$ cat config.mk
export PLATFORM = sky130hd
export DESIGN_NAME = dtset_top
export DESIGN_NICKNAME = d
export VERILOG_FILES = /design/src/common/dtset_pkg.sv /design/src/logic/dtset_gp_timer.sv /design/src/logic/dtset_top.sv
export SDC_FILE = /design/constraint.sdc
export NUM_CORES = 1
export LEC_CHECK = 0
export BUFFER_PORTS_ARGS = -buffer_cell sky130_fd_sc_hd__buf_4
export CORE_AREA = 2 2 230 232
export DETAILED_ROUTE_END_ITERATION = 6
export DIE_AREA = 0 0 232 234
export GPL_TIMING_DRIVEN = 0
export PLACE_DENSITY = 0.71
export SLEW_MARGIN = 20
export SYNTH_ARGS = -nofsm -noshare
export SYNTH_HDL_FRONTEND = slang
export SYNTH_SLANG_ARGS = --single-unit
$ cat constraint.sdc
create_clock -name ref_clk_in -period 7.99 [get_ports ref_clk_in]
set_clock_uncertainty 0.05 [all_clocks]
set_input_delay 1.598 -clock ref_clk_in [delete_from_list [all_inputs] [get_ports ref_clk_in]]
set_output_delay 1.598 -clock ref_clk_in [all_outputs]
set_load 0.01 [all_outputs]
$ cat src/common/dtset_pkg.sv
// Constants and types shared by the timer set
package dtset_pkg;
   localparam int unsigned TMR_W      = 32;
   localparam int unsigned CFG_W      = 6;
   localparam int unsigned NUM_GPT    = 3;
   // Configuration field layout
   localparam int unsigned CFG_MODE_LO = 0;
   localparam int unsigned CFG_MODE_HI = 1;
   localparam int unsigned CFG_PULSE_HI_BIT = 2;
   localparam int unsigned CFG_IRQ_EN_BIT   = 3;
   localparam logic [CFG_W-1:0] CFG_RESET = 6'h00;
   localparam logic [TMR_W-1:0] CNT_ZERO  = 32'h00000000;
   localparam logic [TMR_W-1:0] CNT_ONE   = 32'h00000001;
   localparam logic [TMR_W-1:0] CNT_MAX   = 32'hFFFFFFFF;

   // Gray codes along the usual path
   typedef enum logic [1:0] {
      DTSET_MODE_OFF  = 2'h0,
      DTSET_MODE_PWM  = 2'h1,
      DTSET_MODE_WDTH = 2'h3,
      DTSET_MODE_WDOG = 2'h2
   } dtset_mode_t;
endpackage : dtset_pkg

$ cat src/logic/dtset_gp_timer.sv
// One general-purpose timer channel
`timescale 1ns/1ps
`default_nettype none
module dtset_gp_timer (
   input  wire logic                       ref_clk_in,
   input  wire logic                       rst_n_in,
   input  wire logic                       enable_in,
   input  wire logic [dtset_pkg::CFG_W-1:0] config_in,
   input  wire logic [dtset_pkg::TMR_W-1:0] period_in,
   input  wire logic [dtset_pkg::TMR_W-1:0] width_in,
   input  wire logic                       pin_sync_in,
   output logic [dtset_pkg::TMR_W-1:0]      count_out,
   output logic [dtset_pkg::TMR_W-1:0]      cap_period_out,
   output logic [dtset_pkg::TMR_W-1:0]      cap_width_out,
   output logic                            pin_out,
   output logic                            pin_oe_out,
   output logic                            irq_out,
   output logic                            overflow_out
);
   import dtset_pkg::*;

   dtset_mode_t      mode;
   logic [TMR_W-1:0] cnt_q, cnt_d, per_q, per_d, wid_q, wid_d;
   logic             pin_q, pin_d, oe_q, oe_d, irq_q, irq_d;
   logic             ovf_q, ovf_d, prev_q, prev_d;
   logic             act_lvl, rise, fall;

   assign mode    = dtset_mode_t'(config_in[CFG_MODE_HI:CFG_MODE_LO]);
   assign act_lvl = config_in[CFG_PULSE_HI_BIT];
   assign rise    = pin_sync_in & ~prev_q;
   assign fall    = ~pin_sync_in & prev_q;

   // ---------------------------------------------------------------
   // Mode engine
   // ---------------------------------------------------------------
   always_comb begin
      cnt_d  = cnt_q;
      per_d  = per_q;
      wid_d  = wid_q;
      pin_d  = ~act_lvl;
      oe_d   = 1'b0;
      irq_d  = 1'b0;
      ovf_d  = 1'b0;
      prev_d = pin_sync_in;
      if (!enable_in) begin
         cnt_d = CNT_ZERO;
      end else begin
         case (mode)
            DTSET_MODE_PWM: begin
               // Pin drives out only in waveform mode
               oe_d = 1'b1;
               if (cnt_q + CNT_ONE >= period_in) begin
                  cnt_d = CNT_ZERO;
                  irq_d = config_in[CFG_IRQ_EN_BIT];
               end else begin
                  cnt_d = cnt_q + CNT_ONE;
               end
               pin_d = (cnt_d < width_in) ? act_lvl : ~act_lvl;
            end
            DTSET_MODE_WDTH: begin
               cnt_d = (cnt_q == CNT_MAX) ? cnt_q : cnt_q + CNT_ONE;
               ovf_d = (cnt_q == CNT_MAX);
               if ((pin_sync_in == act_lvl) && (rise || fall)) begin
                  // Leading edge closes a period and starts the next
                  per_d = cnt_q;
                  cnt_d = CNT_ONE;
                  irq_d = config_in[CFG_IRQ_EN_BIT];
               end else if (rise || fall) begin
                  wid_d = cnt_q;
               end
            end
            DTSET_MODE_WDOG: begin
               // Counts rising pin edges; the edge that reaches the period restarts the count and raises the interrupt
               if (rise) begin
                  cnt_d = cnt_q + CNT_ONE;
               end
               if (cnt_d >= period_in && rise) begin
                  cnt_d = CNT_ZERO;
                  irq_d = config_in[CFG_IRQ_EN_BIT];
               end
            end
            default: begin
               cnt_d = CNT_ZERO;
            end
         endcase
      end
   end

   always_ff @(posedge ref_clk_in) begin
      if (!rst_n_in) begin
         cnt_q  <= CNT_ZERO;
         per_q  <= CNT_ZERO;
         wid_q  <= CNT_ZERO;
         pin_q  <= 1'b0;
         oe_q   <= 1'b0;
         irq_q  <= 1'b0;
         ovf_q  <= 1'b0;
         prev_q <= 1'b0;
      end else begin
         cnt_q  <= cnt_d;
         per_q  <= per_d;
         wid_q  <= wid_d;
         pin_q  <= pin_d;
         oe_q   <= oe_d;
         irq_q  <= irq_d;
         ovf_q  <= ovf_d;
         prev_q <= prev_d;
      end
   end

   assign count_out      = cnt_q;
   assign cap_period_out = per_q;
   assign cap_width_out  = wid_q;
   assign pin_out        = pin_q;
   assign pin_oe_out     = oe_q;
   assign irq_out        = irq_q;
   assign overflow_out   = ovf_q;
endmodule : dtset_gp_timer
`default_nettype wire

$ cat src/logic/dtset_top.sv
// Timer set: one core timer and three general-purpose timers
`timescale 1ns/1ps
`default_nettype none
module dtset_top #(
   parameter int unsigned NUM_GPT = dtset_pkg::NUM_GPT
) (
   input  wire logic                               ref_clk_in,
   input  wire logic                               rst_n_in,
   input  wire logic                               core_enable_in,
   input  wire logic                               core_pin_en_in,
   input  wire logic [dtset_pkg::TMR_W-1:0]         core_period_in,
   input  wire logic [NUM_GPT-1:0]                  gpt_enable_in,
   input  wire logic [NUM_GPT*dtset_pkg::CFG_W-1:0] gpt_config_in,
   input  wire logic [NUM_GPT*dtset_pkg::TMR_W-1:0] gpt_period_in,
   input  wire logic [NUM_GPT*dtset_pkg::TMR_W-1:0] gpt_width_in,
   input  wire logic [NUM_GPT-1:0]                  gpt_pin_in,
   output logic [dtset_pkg::TMR_W-1:0]              core_count_out,
   output logic                                     core_irq_out,
   output logic                                     core_timer_expiry_pin_out,
   output logic                                     core_timer_expiry_pin_oe_out,
   output logic [NUM_GPT*dtset_pkg::TMR_W-1:0]      gpt_count_out,
   output logic [NUM_GPT*dtset_pkg::TMR_W-1:0]      gpt_cap_period_out,
   output logic [NUM_GPT*dtset_pkg::TMR_W-1:0]      gpt_cap_width_out,
   output logic [NUM_GPT-1:0]                       gpt_status_out,
   output logic [NUM_GPT-1:0]                       gpt_overflow_out,
   output logic [NUM_GPT-1:0]                       gpt_pin_out,
   output logic [NUM_GPT-1:0]                       gpt_pin_oe_out,
   output logic [NUM_GPT-1:0]                       gpt_irq_out
);
   import dtset_pkg::*;

   // ---------------------------------------------------------------
   // Core timer
   // ---------------------------------------------------------------
   logic [TMR_W-1:0] ccnt_q, ccnt_d;
   logic             cirq_q, cirq_d, cpin_q, cpin_d, coe_q, coe_d;

   always_comb begin
      ccnt_d = ccnt_q;
      cirq_d = 1'b0;
      cpin_d = 1'b0;
      coe_d  = core_pin_en_in;
      if (!core_enable_in) begin
         ccnt_d = core_period_in;
      end else if (ccnt_q == CNT_ZERO) begin
         // Reload on expiry so the interrupt stays periodic
         ccnt_d = core_period_in;
         cirq_d = 1'b1;
         cpin_d = core_pin_en_in;
      end else begin
         ccnt_d = ccnt_q - CNT_ONE;
      end
   end

   always_ff @(posedge ref_clk_in) begin
      if (!rst_n_in) begin
         ccnt_q <= CNT_ZERO;
         cirq_q <= 1'b0;
         cpin_q <= 1'b0;
         coe_q  <= 1'b0;
      end else begin
         ccnt_q <= ccnt_d;
         cirq_q <= cirq_d;
         cpin_q <= cpin_d;
         coe_q  <= coe_d;
      end
   end

   assign core_count_out               = ccnt_q;
   assign core_irq_out                 = cirq_q;
   assign core_timer_expiry_pin_out    = cpin_q;
   assign core_timer_expiry_pin_oe_out = coe_q;

   // ---------------------------------------------------------------
   // Shared enable word and pin synchronisers
   // ---------------------------------------------------------------
   logic [NUM_GPT-1:0] en_q, en_d, s1_q, s2_q;

   always_comb begin
      en_d = gpt_enable_in;
   end

   always_ff @(posedge ref_clk_in) begin
      if (!rst_n_in) begin
         en_q <= '0;
         s1_q <= '0;
         s2_q <= '0;
      end else begin
         en_q <= en_d;
         // Pins are asynchronous; two stages before any logic
         s1_q <= gpt_pin_in;
         s2_q <= s1_q;
      end
   end

   assign gpt_status_out = en_q;

   // ---------------------------------------------------------------
   // General-purpose timers
   // ---------------------------------------------------------------
   for (genvar g = 0; g < NUM_GPT; g++) begin : g_gpt
      dtset_gp_timer u_tmr (
         .ref_clk_in     (ref_clk_in),
         .rst_n_in       (rst_n_in),
         .enable_in      (en_q[g]),
         .config_in      (gpt_config_in[g*CFG_W +: CFG_W]),
         .period_in      (gpt_period_in[g*TMR_W +: TMR_W]),
         .width_in       (gpt_width_in[g*TMR_W +: TMR_W]),
         .pin_sync_in    (s2_q[g]),
         .count_out      (gpt_count_out[g*TMR_W +: TMR_W]),
         .cap_period_out (gpt_cap_period_out[g*TMR_W +: TMR_W]),
         .cap_width_out  (gpt_cap_width_out[g*TMR_W +: TMR_W]),
         .pin_out        (gpt_pin_out[g]),
         .pin_oe_out     (gpt_pin_oe_out[g]),
         .irq_out        (gpt_irq_out[g]),
         .overflow_out   (gpt_overflow_out[g])
      );
   end
endmodule : dtset_top
`default_nettype wire

Word level (Yosys, flattened, before mapping)

Cells that the tools add are included.

Output and inout port bits: 338
RAM bits: 0
Memories kept: 0
Bits in registers: 347
Word-level logic and storage cells: 161
Latch bits: 0
Memory bits (read-only): 0

Muxes and demuxes: 57
Add/subtract/negate cells: 4
Eq/ne operators: 18
Shift-type cells: 0
Bitwise logic cells: 18
$mul: 0
Reductions and logical operators: 24
Order comparisons: 9
Divide/modulo/power cells: 0

Operator list:

| kind                                               | count |
|---|---|
| two-way mux 32 bit                                 | 29 |
| one-hot mux 32 bit (3 select lines)                | 3 |
| >= comparator 32 bit                               | 6 |
| adder 32 x 1 -> 32 bit, second input constant      | 3 |
| == test 32 bit, second input constant              | 3 |
| less-than comparator 32 bit                        | 3 |
| logical NOT 32 bit                                 | 1 |
| subtractor 32 x 1 -> 32 bit, second input constant | 1 |
| two-way mux 1 bit                                  | 22 |
| AND reduction 3 bit                                | 7 |
| == test 2 bit, second input constant               | 6 |
| inverter 1 bit                                     | 12 |
| AND reduction 4 bit                                | 3 |
| != test 3 bit, second input constant               | 3 |
| one-hot mux 1 bit (3 select lines)                 | 3 |
| AND reduction 2 bit                                | 4 |
| bitwise AND 1 bit                                  | 6 |
| == test 2 x 1 -> 1 bit, second input constant      | 3 |
| logical AND 1 bit                                  | 6 |
| == test 1 bit                                      | 3 |
| logical OR 1 bit                                   | 3 |

Longest topological paths before layout

Word-level depth: 9
Mapped depth: 27

By module

A second synthesis with hierarchy kept.

Cells, all modules: 3090
Area total of the unflattened synthesis: 24663.7 um2

By module, submodules not included:

| module                          | area an instance (um2) | seq. area each (um2) | cells each | times used |
|---|---|---|---|---|
| dtset_gp_timer (g_gpt[0].u_tmr) | 7736.2                 | 2021.9               | 991        | 1 |
| dtset_gp_timer (g_gpt[2].u_tmr) | 7527.2                 | 2021.9               | 953        | 1 |
| dtset_gp_timer (g_gpt[1].u_tmr) | 7354.6                 | 2021.9               | 918        | 1 |
| dtset_top                       | 2045.7                 | 880.8                | 228        | 1 |

Worst setup path after synthesis

OpenSTA, ideal clock, no wires.

Kind: register to register
Start: reg g_gpt[1].u_tmr.cnt_q[1]
End: reg g_gpt[1].u_tmr.pin_q
Arrival time: 5347 ps
Buffers on the path: 1
Required time: 7845 ps
Slack: 2497 ps
Cell stages (with the launch flop): 25
Path through: dfxtp_1 ha_1 and3_1 and3_1 nand2_1 nor3_1 nand3_1 xnor2_1 ha_1 nand2_1 nor2_1 or4b_1 a211o_1 a21o_1 clkbuf_1 nor2b_1 ha_1 a211oi_1 o21bai_1 a211oi_1 o21bai_1 a211o_1 a211oi_1 mux2_2 o311ai_1

Cells in the longest elaborated chain, start to end: 9

Ends and longest elaborated chain:

| element                         | RTL line                                   | text |
|---|---|---|
| from (decl)                     | dtset_gp_timer.sv:23                       | `logic [TMR_W-1:0] cnt_q, cnt_d, per_q, per_d, wid_q, wid_d;` |
| from (signal assigned)          | dtset_gp_timer.sv:100                      | `cnt_q <= cnt_d;` |
| adder 32 x 1 -> 32 bit (*)      | dtset_gp_timer.sv:52, dtset_gp_timer.sv:56 |  |
| >= comparator 32 bit            | dtset_gp_timer.sv:52                       | `if (cnt_q + CNT_ONE >= period_in) begin` |
| two-way mux 32 bit (*)          | dtset_gp_timer.sv:52                       |  |
| two-way mux 32 bit (*)          | dtset_gp_timer.sv:48                       | `case (mode)` |
| two-way mux 32 bit (*)          | dtset_gp_timer.sv:45                       | `if (!enable_in) begin` |
| less-than comparator 32 bit (*) | dtset_gp_timer.sv:58                       | `pin_d = (cnt_d < width_in) ? act_lvl : ~act_lvl;` |
| two-way mux 1 bit (*)           | dtset_gp_timer.sv:58                       |  |
| two-way mux 1 bit (*)           | dtset_gp_timer.sv:48                       |  |
| two-way mux 1 bit (*)           | dtset_gp_timer.sv:45                       |  |
| to (signal assigned)            | dtset_gp_timer.sv:103                      | `pin_q <= pin_d;` |
| to (decl)                       | dtset_gp_timer.sv:24                       | `logic pin_q, pin_d, oe_q, oe_d, irq_q, irq_d;` |

Every way passes the cells marked *; elsewhere a longest branch is shown, timed or not. The select of a mux whose other input is x is not followed.
A chain may end at the register's enable or synchronous reset.

Final worst setup path

Start: reg g_gpt[2].u_tmr.cnt_q[1]
End: reg g_gpt[2].u_tmr.pin_q

Cells in the longest elaborated chain, start to end: 9

Ends and longest elaborated chain:

| element                         | RTL line |
|---|---|
| from (decl)                     | dtset_gp_timer.sv:23 |
| from (signal assigned)          | dtset_gp_timer.sv:100 |
| adder 32 x 1 -> 32 bit (*)      | dtset_gp_timer.sv:52, dtset_gp_timer.sv:56 |
| >= comparator 32 bit            | dtset_gp_timer.sv:52 |
| two-way mux 32 bit (*)          | dtset_gp_timer.sv:52 |
| two-way mux 32 bit (*)          | dtset_gp_timer.sv:48 |
| two-way mux 32 bit (*)          | dtset_gp_timer.sv:45 |
| less-than comparator 32 bit (*) | dtset_gp_timer.sv:58 |
| two-way mux 1 bit (*)           | dtset_gp_timer.sv:58 |
| two-way mux 1 bit (*)           | dtset_gp_timer.sv:48 |
| two-way mux 1 bit (*)           | dtset_gp_timer.sv:45 |
| to (signal assigned)            | dtset_gp_timer.sv:103 |
| to (decl)                       | dtset_gp_timer.sv:24 |

Marked as above.

==> metrics list <==
* Run status: finished clean
- STA puts the critical path data arrival time at 7950 ps.
- The number of antenna violations at the first check in global routing came to 4.
- Number of global-route vias before repair: 23170
- Of the cells placed in the final design, the portion with a size suffix greater than 1 is 0.2005.
- GR Util All Layers: 0.3262
* Sequential area share after synthesis: 0.2902
* Critical setup path kind: register to register
- Aggregate negative setup slack: 0 ps
- The worst register-to-register path begins at g_gpt[2].u_tmr.count_out[1]$_SDFFE_PN0P_.
* Number of hold violations in the final report: 0
- Worst R2R Path Depth: 24
- Startpoint class of the critical path: register
* Height of the die: 234 um
- Clock latency on the worst-skew pair, taken at its later pin, is 560 ps.
* Total instance count after detailed placement: 4423
- The number of gates resized after CTS was 0.
- Total Power Consumption: 4.136 mW
- For this run, the leading register cell type out of synthesis is dfxtp_1.
* Nets in the synthesized netlist: 3699
* Total via count after detailed routing: 24740
- Async SR Flop Fraction: 0
- The tool flagged a number of max-cap violations equal to 0.
- Core ar.: 52020 um^2
- Yosys printed 0 warnings.
- Relative to the synthesized area, the layout overhead comes to 27.52%.
* Number of nets with antenna violations after detailed routing: 0
- RSZ-0062 raised after global routing: no
* Gate Count Post-Synth: 3154
- In this run the register-to-register setup slack is 460 ps.
* IO Pins: 590
- Across the VDD grid, the largest voltage drop is 0.1379 mV.
- Fill cells in the final layout number 5002.
- Post-layout minimum cycle time: 7533 ps
- Distinct cell type count of the synthesized netlist: 82
- The clock drives 347 sinks.
* Final HPWL DP: 74.16 mm
- The analysis attributes to cell leakage a power of 14.52 nW.
- The average instance in the mapped netlist occupies 7.589 um^2.
- The die is 232 um wide.
- Counting flops and latches in the post-synthesis netlist gives 347.
* Placement row count: 84
- After global routing the overflow that remains totals 0.
- Final WL: 92.31 mm
- Clock H-tree levels: 2
* Reg clk slew, reported paths: 60 ps
* Startpoint of the tightest hold check path: s1_q[0]$_SDFF_PN0_
* Netlist area before placement: 23940 um^2
- Crit Path Max Fanout: 10
- For this run, the detailed router's first-pass iteration total came to 6.
- The worst setup path is captured at a register.
- Slew HR: 0.2800
* Instance area after placement: 29170 um^2
- Buffers added to address setup during post-CTS repair amount to 0.
- For the pin with the worst max-slew slack, the measured transition is 1078 ps.
- Worst hold slack: 384.0 ps
- In this run, CTS created clock tree buffers numbering 41.
- The first global-routing pass estimated 136.1 mm of wire.
* Data required time of the critical path: 8410 ps
- In the routed design, unresolved DRC markers number 0.
- Largest net degree at the start of global routing: 14
- Wire per inst: 20.53 um
* Library cell used as clock root buffer: clkbuf_16
* TritonCTS clock tree: built
- The final-report max-slew violation count was 0.
- 1st-iter DRT viols: 1931
- Dividing the final minimum period by the clock period gives 0.9427.
* Number of buffers inserted for hold repair after clock tree synthesis: 0
- Number of standard cells in the layout, taps in and fillers out: 4496
- The critical path goes through ha_1 -> nand3_1 -> nor2_1 -> nand4_2 -> nor3_2 -> nand3_1 -> xor2_1 -> inv_1 -> ha_1 -> nand4_1 -> or3_1 -> a221o_1 -> o21ai_1 -> clkbuf_1 -> nor2_1 -> ha_1 -> nand4_1 -> or2_2 -> nor4_1 -> nand2_1 -> nor2_1 -> nand2_1 -> o21ai_0 -> mux2i_1.
- Die area: 54290 um^2
* Peak per-stage delay on the critical path: 630 ps
- With fillers left out, the area of the finished cells amounts to 30520 um^2.
- The synthesized design contains 0 enable-type register cells.
- Hold WC Path Type: register to register
- The largest individual stage delay along the critical path comes from the cell dfxtp_1.
- Endpoint of the worst register-to-register path: g_gpt[2].u_tmr.pin_out$_SDFF_PN0_
* Highest clock rate: 132.8 MHz
* # nets final: 4323
- Dividing total power by cell area gives a power density of 135.5 nW/um^2.
* Final Setup Violations: 0
- In this run the deepest clock path goes through 3 buffers.
- During placement, the flow inserted port buffers numbering 581.
- Routability-driven placement finished with a final weighted congestion of 0.9945.
- Using the TritonRoute via totals, the vias-per-cell ratio works out to 5.502.
* Initial cell density of the core: 0.4601
- Min-Delay Path Depth: 1
* Worst hold endpoint: s2_q[0]$_SDFF_PN0_
cell usage after synthesis, types with 9 or more instances:
master / number / share of area
o221ai_1: 9 / 0.0033
o21ai_0: 49 / 0.010
and3_1: 32 / 0.0084
o211ai_1: 29 / 0.0091
nand3_1: 82 / 0.017
xor2_1: 70 / 0.026
nand4_1: 78 / 0.020
a21o_1: 46 / 0.014
inv_1: 254 / 0.040
a21oi_1: 295 / 0.062
a31oi_1: 35 / 0.0091
buf_2: 41 / 0.0086
nor4_1: 19 / 0.0050
nor2_1: 172 / 0.027
dfxtp_1: 347 / 0.29
ha_1: 293 / 0.15
a22oi_1: 19 / 0.0060
o211ai_2: 9 / 0.0047
xnor2_1: 143 / 0.052
clkbuf_1: 136 / 0.021
nand2_1: 630 / 0.099
buf_4: 20 / 0.0063
nor2b_1: 65 / 0.017
nor3_1: 33 / 0.0069
nand2b_1: 9 / 0.0024
and2_1: 27 / 0.0071
a211oi_1: 41 / 0.013
sequential cells by signal, indices dropped and copies added, names as in the netlist, 32 cells and up:
name	cells
g_gpt.u_tmr.count_out	96
g_gpt.u_tmr.cap_width_out	96
core_count_out	32
g_gpt.u_tmr.cap_period_out	96
routing by layer:
metal | up-vias | GRT usage | routed length, um
met5 | - | 0 | 13
met4 | 2 | 0.1192 | 3431
met1 | 11450 | 0.4064 | 37130
met2 | 1110 | 0.5457 | 42720
met3 | 196 | 0.08050 | 9011
li1 | 11980 | - | -
critical path: cells and delay by family, from the launching register on:
kind | cells | cell delay (ps)
buf+inv | 2 | 480
simple gates | 14 | 3310
compound gates | 3 | 1280
xor+xnor | 1 | 460
flops | 1 | 630
fa+ha+maj | 3 | 930
mux | 1 | 290
through the flow:
| stage | setup WS, ps | util |
|---|---|---|
| 5_1_grt | 69.03 | 0.5867 |
| 4_1_cts | 651.6 | 0.5866 |
| 2_1_floorplan | 2497 | - |
| 3_5_place_dp | 672.4 | 0.5606 |
| 3_3_place_gp | 794.8 | 0.5605 |
| 6_report | 457.5 | 0.5867 |
worst max-delay path by stage:
stage	start	end	slack, ps	depth (start not counted)
after floorplan	g_gpt[1].u_tmr.count_out[1]$_SDFFE_PN0P_	g_gpt[1].u_tmr.pin_out$_SDFF_PN0_	2500	24
after global placement	g_gpt[2].u_tmr.count_out[1]$_SDFFE_PN0P_	g_gpt[2].u_tmr.pin_out$_SDFF_PN0_	790	24
after CTS	g_gpt[2].u_tmr.count_out[1]$_SDFFE_PN0P_	g_gpt[2].u_tmr.pin_out$_SDFF_PN0_	650	24
final	g_gpt[2].u_tmr.count_out[1]$_SDFFE_PN0P_	g_gpt[2].u_tmr.pin_out$_SDFF_PN0_	460	24
after global routing	g_gpt[2].u_tmr.count_out[1]$_SDFFE_PN0P_	g_gpt[2].u_tmr.pin_out$_SDFF_PN0_	70	24
after detailed placement	g_gpt[2].u_tmr.count_out[1]$_SDFFE_PN0P_	g_gpt[2].u_tmr.pin_out$_SDFF_PN0_	670	24
logic make-up after synthesis:
kind of cell / Yosys count / synth area share
xor+xnor: 213 / 0.07794
flops: 347 / 0.2902
buf+inv: 463 / 0.07867
fa+ha+maj: 293 / 0.1532
compound gates: 611 / 0.1598
simple gates: 1219 / 0.2366
mux: 8 / 0.003607
report_power, final:
part / switching, mW / internal, mW
Clock: 0.798 / 1.15
Combinational: 0.234 / 0.186
Sequential: 0.0246 / 1.75
final cells by class:
class,instances,area [um^2],share of cell area
plain buffers,207,922.1,0.03021
repair buffers,581,4362,0.1429
multi-input cells,2344,15110,0.4951
diodes,3,7.507,0.0002459
flip-flops and latches,347,6947,0.2276
clock inverters,14,188.9,0.006190
well taps,688,860.8,0.02820
clock buffers,56,1162,0.03808
inverters,256,960.9,0.03148
layout by cell type (no fill, tap or decap), drive strengths merged, types with 46 or more instances in the layout:
master / netlist / routed
buf: 68 / 649
nand2: 630 / 630
dfxtp: 347 / 347
a21oi: 296 / 296
ha: 293 / 293
inv: 255 / 256
clkbuf: 139 / 195
nor2: 173 / 173
xnor2: 143 / 143
nand3: 86 / 86
nand4: 80 / 80
xor2: 70 / 70
nor2b: 65 / 65
o21ai: 53 / 53
a21o: 46 / 46
No activity file was read; power rests on OpenSTA's default activity.
